### src/rtl/siplat_regs.svh
// Purpose: Constants for the serial-in, parallel-out latch.
// Assumes: Included by bare name; definitions only.
// Notes: Host pins arrive synchronous to core_clk.
//
// What this block does
// - Eight-stage shifter feeding eight-bit storage outputs
// - Shift clock rise advances shifter one stage
// - Data enters stage 0; others take lower
// - Storage clock rise copies all shifter stages
// - Parallel outputs change only on transfer, clear
// - Shared clock: storage trails shifter one pulse
// - Each low clear empties only its register
// - Clears act directly; clocks are independent
// - Serial output allows chaining further devices
`ifndef SIPLAT_REGS_SVH
`define SIPLAT_REGS_SVH

// Register width and reset content
`define SIPLAT_WIDTH 8
`define SIPLAT_CLEAR_VAL 8'h00
// Stage that takes the serial input
`define SIPLAT_STAGE_IN 0
// Idle level of the edge history after reset
`define SIPLAT_EDGE_RST 1'h1

`endif

### src/rtl/siplat_pkg.sv
// Purpose: Types for the serial-in, parallel-out latch.
// Assumes: Width fixed by the header constant.
// Notes: Host pin group travels as one struct.
`include "siplat_regs.svh"

package siplat_pkg;

  // Register contents
  typedef logic [`SIPLAT_WIDTH-1:0] siplat_data_t;

  // Pins driven by the host controller
  typedef struct packed {
    logic serial_data_in;
    logic shift_clock;
    logic storage_clock;
    logic shift_clear_n;
    logic storage_clear_n;
  } siplat_ctrl_s;

endpackage

### src/rtl/siplat_top.sv
// Purpose: Serial-in shifter with storage register and chain output.
// Assumes: Host pins synchronous to core_clk; edges found by sampling.
// Notes: Clears also mask outputs at once, ahead of the register update.
//   Edge history starts high, so a clock high at release is no edge.
`timescale 1ns/10ps
`include "siplat_regs.svh"

module siplat_top #(
  parameter int WIDTH = `SIPLAT_WIDTH
) (
  input wire logic core_clk,
  input wire logic rst_n,
  input wire siplat_pkg::siplat_ctrl_s ctrl,
  output logic [WIDTH-1:0] parallel_out,
  output logic serial_chain_out
);

  logic [WIDTH-1:0] shift_q;
  logic [WIDTH-1:0] shift_d;
  logic [WIDTH-1:0] store_q;
  logic [WIDTH-1:0] store_d;
  logic shift_clk_q;
  logic store_clk_q;
  wire shift_rise;
  wire store_rise;
  wire sh_clr_n;
  wire st_clr_n;
  wire shift_take;
  wire store_take;

  // Edge detection on the two host clocks, kept independent
  assign shift_rise = ctrl.shift_clock & ~shift_clk_q;
  assign store_rise = ctrl.storage_clock & ~store_clk_q;
  assign sh_clr_n = ctrl.shift_clear_n;
  assign st_clr_n = ctrl.storage_clear_n;

  // Edges that the clears let through
  assign shift_take = shift_rise & sh_clr_n;
  assign store_take = store_rise & st_clr_n;

  // Next shifter value: clear, shift or hold
  assign shift_d = !sh_clr_n ? `SIPLAT_CLEAR_VAL :
                   shift_rise ? {shift_q[WIDTH-2:`SIPLAT_STAGE_IN],
                                 ctrl.serial_data_in} :
                   shift_q;

  // Next storage value: pre-edge shifter copy, so it trails by one
  assign store_d = !st_clr_n ? `SIPLAT_CLEAR_VAL :
                   store_rise ? shift_q :
                   store_q;

  // Outputs masked by the clears so they act without waiting
  assign parallel_out = st_clr_n ? store_q : `SIPLAT_CLEAR_VAL;
  assign serial_chain_out = sh_clr_n & shift_q[WIDTH-1];

  // Edge history
  always_ff @(posedge core_clk) begin
    if (!rst_n) begin
      shift_clk_q <= `SIPLAT_EDGE_RST;
      store_clk_q <= `SIPLAT_EDGE_RST;
    end else begin
      shift_clk_q <= ctrl.shift_clock;
      store_clk_q <= ctrl.storage_clock;
    end
  end

  // Shifter and storage registers
  always_ff @(posedge core_clk) begin
    if (!rst_n) begin
      shift_q <= `SIPLAT_CLEAR_VAL;
      store_q <= `SIPLAT_CLEAR_VAL;
    end else begin
      shift_q <= shift_d;
      store_q <= store_d;
    end
  end
endmodule

### config.mk
export PLATFORM = sky130hd
export DESIGN_NAME = siplat_top
export DESIGN_NICKNAME = d
export VERILOG_FILES = /design/src/rtl/siplat_pkg.sv /design/src/rtl/siplat_top.sv
export VERILOG_INCLUDE_DIRS = /design/src /design/src/rtl
export SDC_FILE = /design/constraint.sdc
export NUM_CORES = 1
export LEC_CHECK = 0
export BUFFER_PORTS_ARGS = -buffer_cell sky130_fd_sc_hd__buf_2
export CORE_MARGIN = 2
export CORE_UTILIZATION = 50
export CTS_CLUSTER_SIZE = 14
export DETAILED_ROUTE_END_ITERATION = 8
export PLACE_DENSITY_LB_ADDON = 0.25
export SLEW_MARGIN = 20
export SYNTH_ARGS = -nofsm -noshare
export SYNTH_HDL_FRONTEND = slang
export SYNTH_SLANG_ARGS = --single-unit
### constraint.sdc
create_clock -name core_clk -period 2.1 [get_ports core_clk]
set_input_delay 0.42 -clock core_clk [delete_from_list [all_inputs] [get_ports core_clk]]
set_output_delay 0.42 -clock core_clk [all_outputs]
set_load 0.05 [all_outputs]
======== Word level (Yosys, flattened, before mapping) ========
Cells that the tools add are included.
storage, ports and cells
  bits in registers ....................... 18
  output and inout bits ................... 9
operators by class
  multiplexer cells ....................... 1
  bitwise logic cells ..................... 5
  reduce and logical (&&, ||, !) cells .... 2
operator list
  cell                 number
  two-way mux 8 bit    1
  AND reduction 2 bit  2
  bitwise AND 1 bit    3
  inverter 1 bit       2

======== Depth between registers and ports, before layout ========
Gate-level depths: netlist of the first run.
  depth in word-level cells ............... 2
  mapped depth ............................ 4

======== Worst setup path after synthesis of the first run ========
No wires, ideal clock.
  path kind ............................... in2out
  from .................................... input port ctrl[0] (netlist bit)
  to ...................................... output port parallel_out[0]
  arrival time ............................ 0.832 ns
  required time ........................... 1.680 ns
  slack ................................... 0.848 ns
  stages .................................. 1
  cell sequence ........................... and2_1
between the ends
  longest elaborated chain between the ends .. 1
RTL lines
  item                                RTL line          source
  start: declaration                  siplat_top.sv:13  input wire siplat_pkg::siplat_ctrl_s ctrl,
  two-way mux 8 bit (no source line)  --
  end: declaration                    siplat_top.sv:14  output logic [WIDTH-1:0] parallel_out,
Every way passes these cells.

======== Worst setup path after layout of the first run ========
  from .................................... register shift_q[7]
  to ...................................... output port serial_chain_out
between the ends
  longest elaborated chain between the ends .. 1
RTL lines
  item                      RTL line          source
  start: declaration        siplat_top.sv:18  logic [WIDTH-1:0] shift_q;
  start signal: assignment  siplat_top.sv:70  shift_q <= `SIPLAT_CLEAR_VAL;
  start signal: assignment  siplat_top.sv:73  shift_q <= shift_d;
  bitwise AND 1 bit         siplat_top.sv:54  assign serial_chain_out = sh_clr_n & shift_q[WIDTH-1];
  end: declaration          siplat_top.sv:15  output logic serial_chain_out
Every way passes these cells.

==> flow_metrics.py, run 1 <==
metrics = {
    "power": {
        "seqPwrFrac_pct": 60.0,
        "p_total_mw": 0.574,
        "peakVddDrop_v": 0.000420,
        "p_per_area_nw_per_um2": 725,
        "switching_power_mw": 0.118,
        "p_comb_share_pct": 3.9,
        "p_int_mw": 0.456,
        "pwr-share-clk_pct": 36.0,
        "swShare_pct": 20.5,
        "p_leak_nw": 0.304,
    },
    "worst_setup_path": {
        "cp.required_ps": 1680,
        "crit-reg2reg-launch": "shift_clk_q$_SDFF_PN1_",
        "worstSetupEndpoint": "serial_chain_out",
        "r2r_slack_ps": 1060,
        "reg2regPathDepth": 3,
        "worstReg2RegEnd": "shift_q[4]$_SDFFE_PN0P_",
        "worstSetupPathType": "flop to output pin",
        "critPathCaptureType": "output pin",
        "crit_arrival_ps": 1010,
        "crit_start": "shift_q[7]$_SDFFE_PN0P_",
        "critPathMaxFanout": 3,
        "cp-start-kind": "flop",
    },
    "sta": {
        "hold_violations": 0,
        "setup_viol_count_final": 0,
        "fmax_ghz": 0.700,
        "maxSlewHeadroom_pct": 67.5,
        "finalClockSkew_ps": 1.92,
        "timing.final.crit_share_pct": 68.0,
        "rsz0062_at_grt": "no",
        "setup_ws_ps": 672,
        "slew_viol_final": 0,
        "period_needed_ps": 1430,
        "fin_tns_setup_ps": 0,
        "max_slew.worst_pin.slew_ps": 486,
    },
    "floorplan": {
        "start_util_pct": 53.5,
        "die_area_um2": 1690,
        "chipWidth_um": 41.1,
        "pin_count": 16,
        "core-area_um2": 1280,
        "row_count": 13,
        "die-height_um": 41.1,
    },
    "placement": {
        "dp.cells": 113,
        "dp_worst_setup_slack_ps": 733,
        "io_buffers": 15,
        "hpwlAfterDp_um": 804,
        "gp_congestion": 0.643,
        "placed_area_um2": 756,
    },
    "synth": {
        "synth.avg_cell_area_um2": 7.90,
        "synth-seq-area-share_pct": 52.5,
        "syn_nets": 94,
        "ys_types": 8,
        "yosys_register_bits": 18,
        "async_flop_share_pct": 0,
        "ys.flop_type": "dfxtp_1",
        "synth_common_cells": "34 x nand2_1, 18 x dfxtp_1, 16 x a21oi_1, 9 x and2_1, 4 x nand2b_1",
        "syn-cell-area_um2": 687,
        "synth_top_cell_area_share_pct": 52.5,
        "syn_inst": 87,
        "synth_warnings": 0,
        "synth_edf_count": 0,
        "synth_area_leaders": "dfxtp_1 52%, nand2_1 19%, a21oi_1 12%",
        "yosysMostFrequentCell": "nand2_1",
        "synth_largest_area_cell": "dfxtp_1",
    },
    "cts": {
        "numCtsBuffers": 3,
        "cts_root_buffer": "clkbuf_4",
        "cts_tree": "yes",
        "cts.repair.resized": 0,
        "path_clk_slew_ps": 100,
        "clkSinkCount": 18,
        "postCtsSetupRepairBufs": 0,
        "worstSkewPairLatency_ps": 280,
        "htreeDepth": 1,
        "cts_hold_buffers": 0,
        "clk_path_buf_depth": 2,
    },
    "routing": {
        "drt_iter0_markers": 12,
        "wire_per_inst_um": 9.06,
        "ant_nets": 0,
        "routed_via_density": 4.59,
        "drcViolationCount": 0,
        "dr.pass1.iters": 4,
        "wl_mm": 1.06,
        "vias": 537,
    },
    "hold_path": {
        "min_path_cells": 2,
        "hold_class": "input pin to flop",
    },
    "final_layout": {
        "stdcell_count": 117,
        "area_growth_pct": 15.3,
        "n_fill_cell": 124,
        "drive_above_1_share_pct": 18.6,
        "fin_nets": 110,
        "diodes": 0,
        "fin_area_um2": 792,
    },
    "global_route": {
        "grt_overflow": 0,
        "antenna_found_initial": 0,
        "grt_pass1_wl_mm": 1.74,
        "grt_pass1_vias": 408,
        "grt_usage_pct": 16.2,
        "grt_max_degree": 11,
    },
    "run_status": {
        "status": "finished, final reports clean",
    },
    "job": {
        "maxCapViolCount": 0,
    },
}
-- critical path, cell delays in order, from the launching register on --
cell and delay, ps:
dfxtp_1 360, and2_1 120, buf_2 250
-- how the worst min path moves through the flow --
| stage | from | end | slack [ps] |
|---|---|---|---|
| 2_1_floorplan | store_q[0]$_SDFFE_PN0P_ | store_q[0]$_SDFFE_PN0P_ | 430 |
| 3_3_place_gp | store_q[6]$_SDFFE_PN0P_ | store_q[6]$_SDFFE_PN0P_ | 440 |
| 5_1_grt | ctrl[3] | shift_clk_q$_SDFF_PN1_ | 340 |
| 3_5_place_dp | store_q[6]$_SDFFE_PN0P_ | store_q[6]$_SDFFE_PN0P_ | 440 |
| 4_1_cts | ctrl[3] | shift_clk_q$_SDFF_PN1_ | 330 |
| 6_report | ctrl[3] | shift_clk_q$_SDFF_PN1_ | 340 |
-- logic make-up (layout without fill, tap and decap cells) --
family,after synthesis,count (layout),synth area share (%)
compound gates,16,16,11.7
buf+inv,4,19,3.64
simple gates,49,49,32.2
flops,18,18,52.5
-- final cells by class --
class,instances,area (um2),share of cell area (%)
sequential,18,360,45.5
multi-input combinational,65,302,38.1
tap,15,18.8,2.37
clock buffer,4,36.3,4.58
timing repair buffer,15,75.1,9.48
-- registers in the layout (all words and copies together) (netlist names) --
signal,count
shift_clk_q,1
shift_q,8
store_q,8
store_clk_q,1
-- routing by layer --
layer | up-vias | global-route usage, % | part of all wire (%)
met5 | - | 0 | 0
met4 | 0 | 10.0 | 1.1
met3 | 2 | 3.26 | 4.0
met2 | 11 | 23.8 | 43
met1 | 221 | 21.3 | 51
li1 | 303 | - | -
-- power groups by stage --
stage	sequential, mW	clock [mW]	combinational (mW)
after CTS	0.345	0.215	0.0230
after global routing	0.345	0.230	0.0259
after floorplan	0.352	0	0.0149
after global placement	0.352	0	0.0228
final	0.344	0.207	0.0226
after detailed placement	0.352	0	0.0230
-- layout by cell type, fill, tap and decap left out --
cell,Yosys,layout
nand2_1,34,34
dfxtp_1,18,18
a21oi_1,16,16
buf_2,2,15
and2_1,9,9
nand2b_1,4,4
clkbuf_4,0,3
nor2b_1,2,2
clkbuf_8,0,1
-- per-stage QoR --
stage / util (%) / hold slack (ps)
after detailed placement: 58.8 / 445
final: 61.6 / 340
after floorplan: - / 432
after global placement: 58.8 / 439
after global routing: 61.6 / 338
after CTS: 61.6 / 334
Power figures use the tool's default switching activity.
==> run 2: changes to the inputs <==
CORE_UTILIZATION = 44   (was 50)
clock period = 1.28 ns   (was 2.1 ns; I/O delays follow)
==> flow_metrics.py, run 2 (same netlist as run 1, synthesis figures left out) <==
metrics = {
    "routing": {
        "drcViolationCount": 0,
        "routed_via_density": 4.81,
        "ant_nets": 0,
        "vias": 577,
        "wl_mm": 1.21,
        "wire_per_inst_um": 10.0,
        "dr.pass1.iters": 4,
        "drt_iter0_markers": 7,
    },
    "cts": {
        "clkSinkCount": 18,
        "clk_path_buf_depth": 2,
        "cts_tree": "yes",
        "postCtsSetupRepairBufs": 0,
        "path_clk_slew_ps": 100,
        "numCtsBuffers": 3,
        "htreeDepth": 1,
        "cts_root_buffer": "clkbuf_4",
        "worstSkewPairLatency_ps": 290,
    },
    "worst_setup_path": {
        "worstSetupPathType": "flop to output pin",
        "path_cells": "and2_1, clkbuf_4",
        "critPathMaxStageDelay_ps": 340,
        "critPathCaptureType": "output pin",
        "critPathMaxFanout": 2,
        "r2r_slack_ps": 360,
        "cp-start-kind": "flop",
        "cp.required_ps": 1020,
        "crit_family": "flip-flops",
        "slowest_stage": "dfxtp_1",
        "path_buf_inv": 1,
        "crit_arrival_ps": 970,
    },
    "floorplan": {
        "row_count": 14,
        "core-area_um2": 1490,
        "die-height_um": 43.5,
        "pin_count": 16,
        "die_area_um2": 1890,
        "start_util_pct": 46.1,
        "chipWidth_um": 43.5,
    },
    "job": {
        "maxCapViolCount": 0,
    },
    "sta": {
        "hold_violations": 0,
        "max_slew.worst_pin.slew_ps": 287,
        "maxSlewHeadroom_pct": 80.9,
        "fmax_ghz": 0.819,
        "fin_tns_setup_ps": 0,
        "rsz0062_at_grt": "no",
        "finalClockSkew_ps": 1.18,
        "period_needed_ps": 1220,
        "setup_ws_ps": 58.8,
        "timing.final.crit_share_pct": 95.4,
        "slew_viol_final": 0,
        "hold_ws_ps": 171,
        "setup_viol_count_final": 0,
    },
    "placement": {
        "io_buffers": 15,
        "hpwlAfterDp_um": 870,
        "gp_congestion": 0.686,
        "dp_worst_setup_slack_ps": 218,
    },
    "global_route": {
        "grt_overflow": 0,
        "antenna_found_initial": 0,
        "grt_usage_pct": 14.4,
        "grt_pass1_vias": 473,
        "grt_pass1_wl_mm": 1.94,
        "grt_max_degree": 11,
    },
    "final_layout": {
        "diodes": 0,
        "drive_above_1_share_pct": 20.2,
        "final_cell_mix": "34 x nand2_1, 18 x dfxtp_1, 16 x a21oi_1",
        "fin_nets": 112,
        "final_common_cell": "nand2_1",
        "area_growth_pct": 21.5,
        "multi_input_area_um2": 302,
        "n_fill_cell": 148,
        "ff_latch_area_um2": 360,
        "reg_top3": "shift_q x8, store_q x8",
    },
    "power": {
        "peakVddDrop_v": 0.000666,
        "p_leak_nw": 0.309,
        "p_per_area_nw_per_um2": 1140,
    },
    "run_status": {
        "status": "finished, final reports clean",
    },
    "hold_path": {
        "hold_class": "input pin to flop",
    },
}
## run 2: where the power goes
part	switching, mW	internal [mW]	leakage [nW]	total (mW)
clock	0.170	0.173	0.0210	0.343
sequential	0.00173	0.563	0.146	0.565
combinational	0.0265	0.0151	0.143	0.0416
total	0.198	0.752	0.309	0.950
## run 2: area by class of cell
class / instances / area share, %
flip-flops and latches: 18 / 43.2
multi-input cells: 65 / 36.1
repair buffers: 17 / 13.9
well taps: 16 / 2.40
clock buffers: 4 / 4.35
## run 2: worst paths after layout
check,startpoint,to,cells after the start
setup / recovery,store_q[1]$_SDFFE_PN0P_,parallel_out[1],2
hold reg to reg,store_q[7]$_SDFFE_PN0P_,store_q[7]$_SDFFE_PN0P_,2
hold / removal,ctrl[2],store_clk_q$_SDFF_PN1_,2
setup reg to reg,shift_clk_q$_SDFF_PN1_,shift_q[4]$_SDFFE_PN0P_,3
## run 2: through the flow
| step | power, mW | cells | cell area, um2 | utilization (%) |
|---|---|---|---|---|
| after floorplan | 0.602 | 87 | 687 | - |
| after global placement | 0.619 | 116 | 772 | 51.8 |
| after detailed placement | 0.621 | 116 | 772 | 51.8 |
| after CTS | 0.967 | 120 | 811 | 54.5 |
| after global routing | 1.00 | 120 | 835 | 56.1 |
| final | 0.950 | 120 | 835 | 56.1 |
## run 2: timing repair
item                                    in CTS  in global routing
endpoints found under the setup margin       1                  9
hold buffers                                 0                  0
gates resized for setup                      1                 10
hold endpoints to repair                     0                  0
## run 2: metal layers
layer	up-vias	routed length, um	GRT usage [%]
met2	14	539	21.5
li1	309	-	-
met5	-	0	0
met4	0	38	10.9
met3	4	55	4.17
met1	250	572	17.5
==> run 3: changes to the inputs <==
CORE_UTILIZATION = 48   (was 44)
CTS_BUF_LIST = sky130_fd_sc_hd__clkbuf_2   (was not set)
==> flow_metrics.py, run 3 (same netlist as run 1, synthesis figures left out) <==
metrics = {
    "sta": {
        "setup_ws_ps": 58.6,
        "finalClockSkew_ps": 6.29,
        "fmax_ghz": 0.819,
        "timing.final.crit_share_pct": 95.4,
        "fin_tns_setup_ps": 0,
        "setup_viol_count_final": 0,
        "hold_violations": 0,
        "slew_viol_final": 0,
        "max_slew.worst_pin.slew_ps": 271,
        "period_needed_ps": 1220,
        "maxSlewHeadroom_pct": 81.9,
    },
    "cts": {
        "clkSinkCount": 18,
        "cts_hold_buffers": 0,
        "htreeDepth": 1,
        "cts_root_buffer": "clkbuf_2",
        "path_clk_slew_ps": 160,
        "worstSkewPairLatency_ps": 280,
        "numCtsBuffers": 3,
        "cts_tree": "yes",
        "clk_path_buf_depth": 2,
    },
    "routing": {
        "wl_mm": 1.18,
        "drcViolationCount": 0,
        "routed_via_density": 4.71,
        "drt_iter0_markers": 12,
        "dr.pass1.iters": 4,
        "wire_per_inst_um": 9.79,
        "ant_nets": 0,
        "vias": 565,
    },
    "floorplan": {
        "core-area_um2": 1320,
        "row_count": 13,
        "die-height_um": 41.8,
        "chipWidth_um": 41.8,
        "start_util_pct": 52.1,
        "pin_count": 16,
        "die_area_um2": 1750,
    },
    "final_layout": {
        "final_common_cell": "nand2_1",
        "fin_nets": 113,
        "diodes": 0,
        "final_cell_mix": "34 x nand2_1, 17 x dfxtp_1, 16 x a21oi_1",
        "drive_above_1_share_pct": 21.0,
        "area_growth_pct": 20.6,
        "reg_top3": "shift_q x8, store_q x8",
    },
    "worst_setup_path": {
        "reg2regPathDepth": 3,
        "critPathCaptureType": "output pin",
        "critPathMaxFanout": 2,
        "crit-reg2reg-launch": "store_clk_q$_SDFF_PN1_",
        "path_cells": "and2_1, clkbuf_4",
        "slowest_stage": "dfxtp_1",
        "crit_family": "flip-flops",
        "worstSetupPathType": "flop to output pin",
        "r2r_slack_ps": 360,
        "worstReg2RegEnd": "store_q[4]$_SDFFE_PN0P_",
        "cp-start-kind": "flop",
        "cp.required_ps": 1020,
        "critPathMaxStageDelay_ps": 360,
        "path_buf_inv": 1,
        "crit_arrival_ps": 970,
    },
    "global_route": {
        "grt_pass1_wl_mm": 2.20,
        "antenna_found_initial": 0,
        "grt_pass1_vias": 532,
        "grt_usage_pct": 16.0,
        "grt_max_degree": 11,
        "grt_overflow": 0,
    },
    "power": {
        "pwr-share-clk_pct": 27.2,
        "p_comb_share_pct": 5.1,
        "p_int_mw": 0.649,
        "seqPwrFrac_pct": 67.7,
        "peakVddDrop_v": 0.000718,
        "p_per_area_nw_per_um2": 1010,
        "swShare_pct": 22.4,
        "switching_power_mw": 0.188,
        "p_leak_nw": 0.313,
    },
    "placement": {
        "gp_congestion": 0.692,
        "dp_worst_setup_slack_ps": 217,
        "hpwlAfterDp_um": 871,
        "io_buffers": 15,
    },
    "hold_path": {
        "min_to": "shift_clk_q$_SDFF_PN1_",
        "hold_class": "input pin to flop",
        "min_path_cells": 2,
        "holdCritStartpoint": "ctrl[3]",
    },
    "job": {
        "maxCapViolCount": 0,
    },
    "run_status": {
        "status": "finished, final reports clean",
    },
}
## run 3: cell count changes in the layout (fill, tap and decap cells not counted), sizes merged
cell,delta
buf,+7
clkbuf,-7
clkinv,+1
## run 3: timing repair
item | 4_1_cts | 5_1_grt
pin swaps | 0 | 0
setup endpoints to repair | 2 | 9
setup buffers | 0 | 0
resized for setup | 2 | 16
## run 3: through the flow
| stage | instance area, um2 | power [mW] | utilization, % | hold slack, ps | instances |
|---|---|---|---|---|---|
| floorplan | 687 | 0.602 | - | 329 | 87 |
| global placement | 778 | 0.620 | 59.1 | 440 | 116 |
| detailed placement | 778 | 0.621 | 59.1 | 446 | 116 |
| CTS | 802 | 0.850 | 60.9 | 153 | 120 |
| global route | 828 | 0.887 | 62.9 | 136 | 120 |
| finish | 828 | 0.837 | 62.9 | 162 | 120 |
## run 3: how the worst max path moves through the flow
stage / startpoint / depth (start not counted) / slack, ps / to
after floorplan: shift_q[7]$_SDFFE_PN0P_ / 1 / 290 / serial_chain_out
after global placement: ctrl[0] / 3 / 250 / parallel_out[2]
after detailed placement: ctrl[0] / 3 / 220 / parallel_out[0]
after CTS: store_q[7]$_SDFFE_PN0P_ / 2 / 7 / parallel_out[7]
after global routing: store_q[3]$_SDFFE_PN0P_ / 2 / -4 / parallel_out[3]
final: store_q[3]$_SDFFE_PN0P_ / 2 / 60 / parallel_out[3]
## run 3: worst register-to-register path, stage by stage (launching register included)
cell and delay, ps:
dfxtp_1 370, nand2b_1 260, nand2_1 90, a21oi_1 130
## run 3: power groups by stage
stage | clock (mW) | sequential (mW) | combinational, mW
after floorplan | 0 | 0.578 | 0.0244
after global placement | 0 | 0.578 | 0.0424
after detailed placement | 0 | 0.578 | 0.0430
after CTS | 0.240 | 0.567 | 0.0430
after global routing | 0.269 | 0.568 | 0.0494
final | 0.228 | 0.567 | 0.0424
## run 3: final cells by class
class	instances	area [um2]
timing repair buffer	18	128
multi-input combinational	65	302
clock inverter	1	3.75
tap	15	18.8
clock buffer	3	15.0
sequential	18	362
fill	129	489
## run 3: per-layer routing
metal	share of wire [%]	up-vias	GRT usage (%)	wire length, um
met5	0	-	0	0
li1	-	310	-	-
met4	1.0	0	3.87	12
met3	4.4	2	3.91	52
met2	47	13	25.6	548
met1	48	240	21.6	561
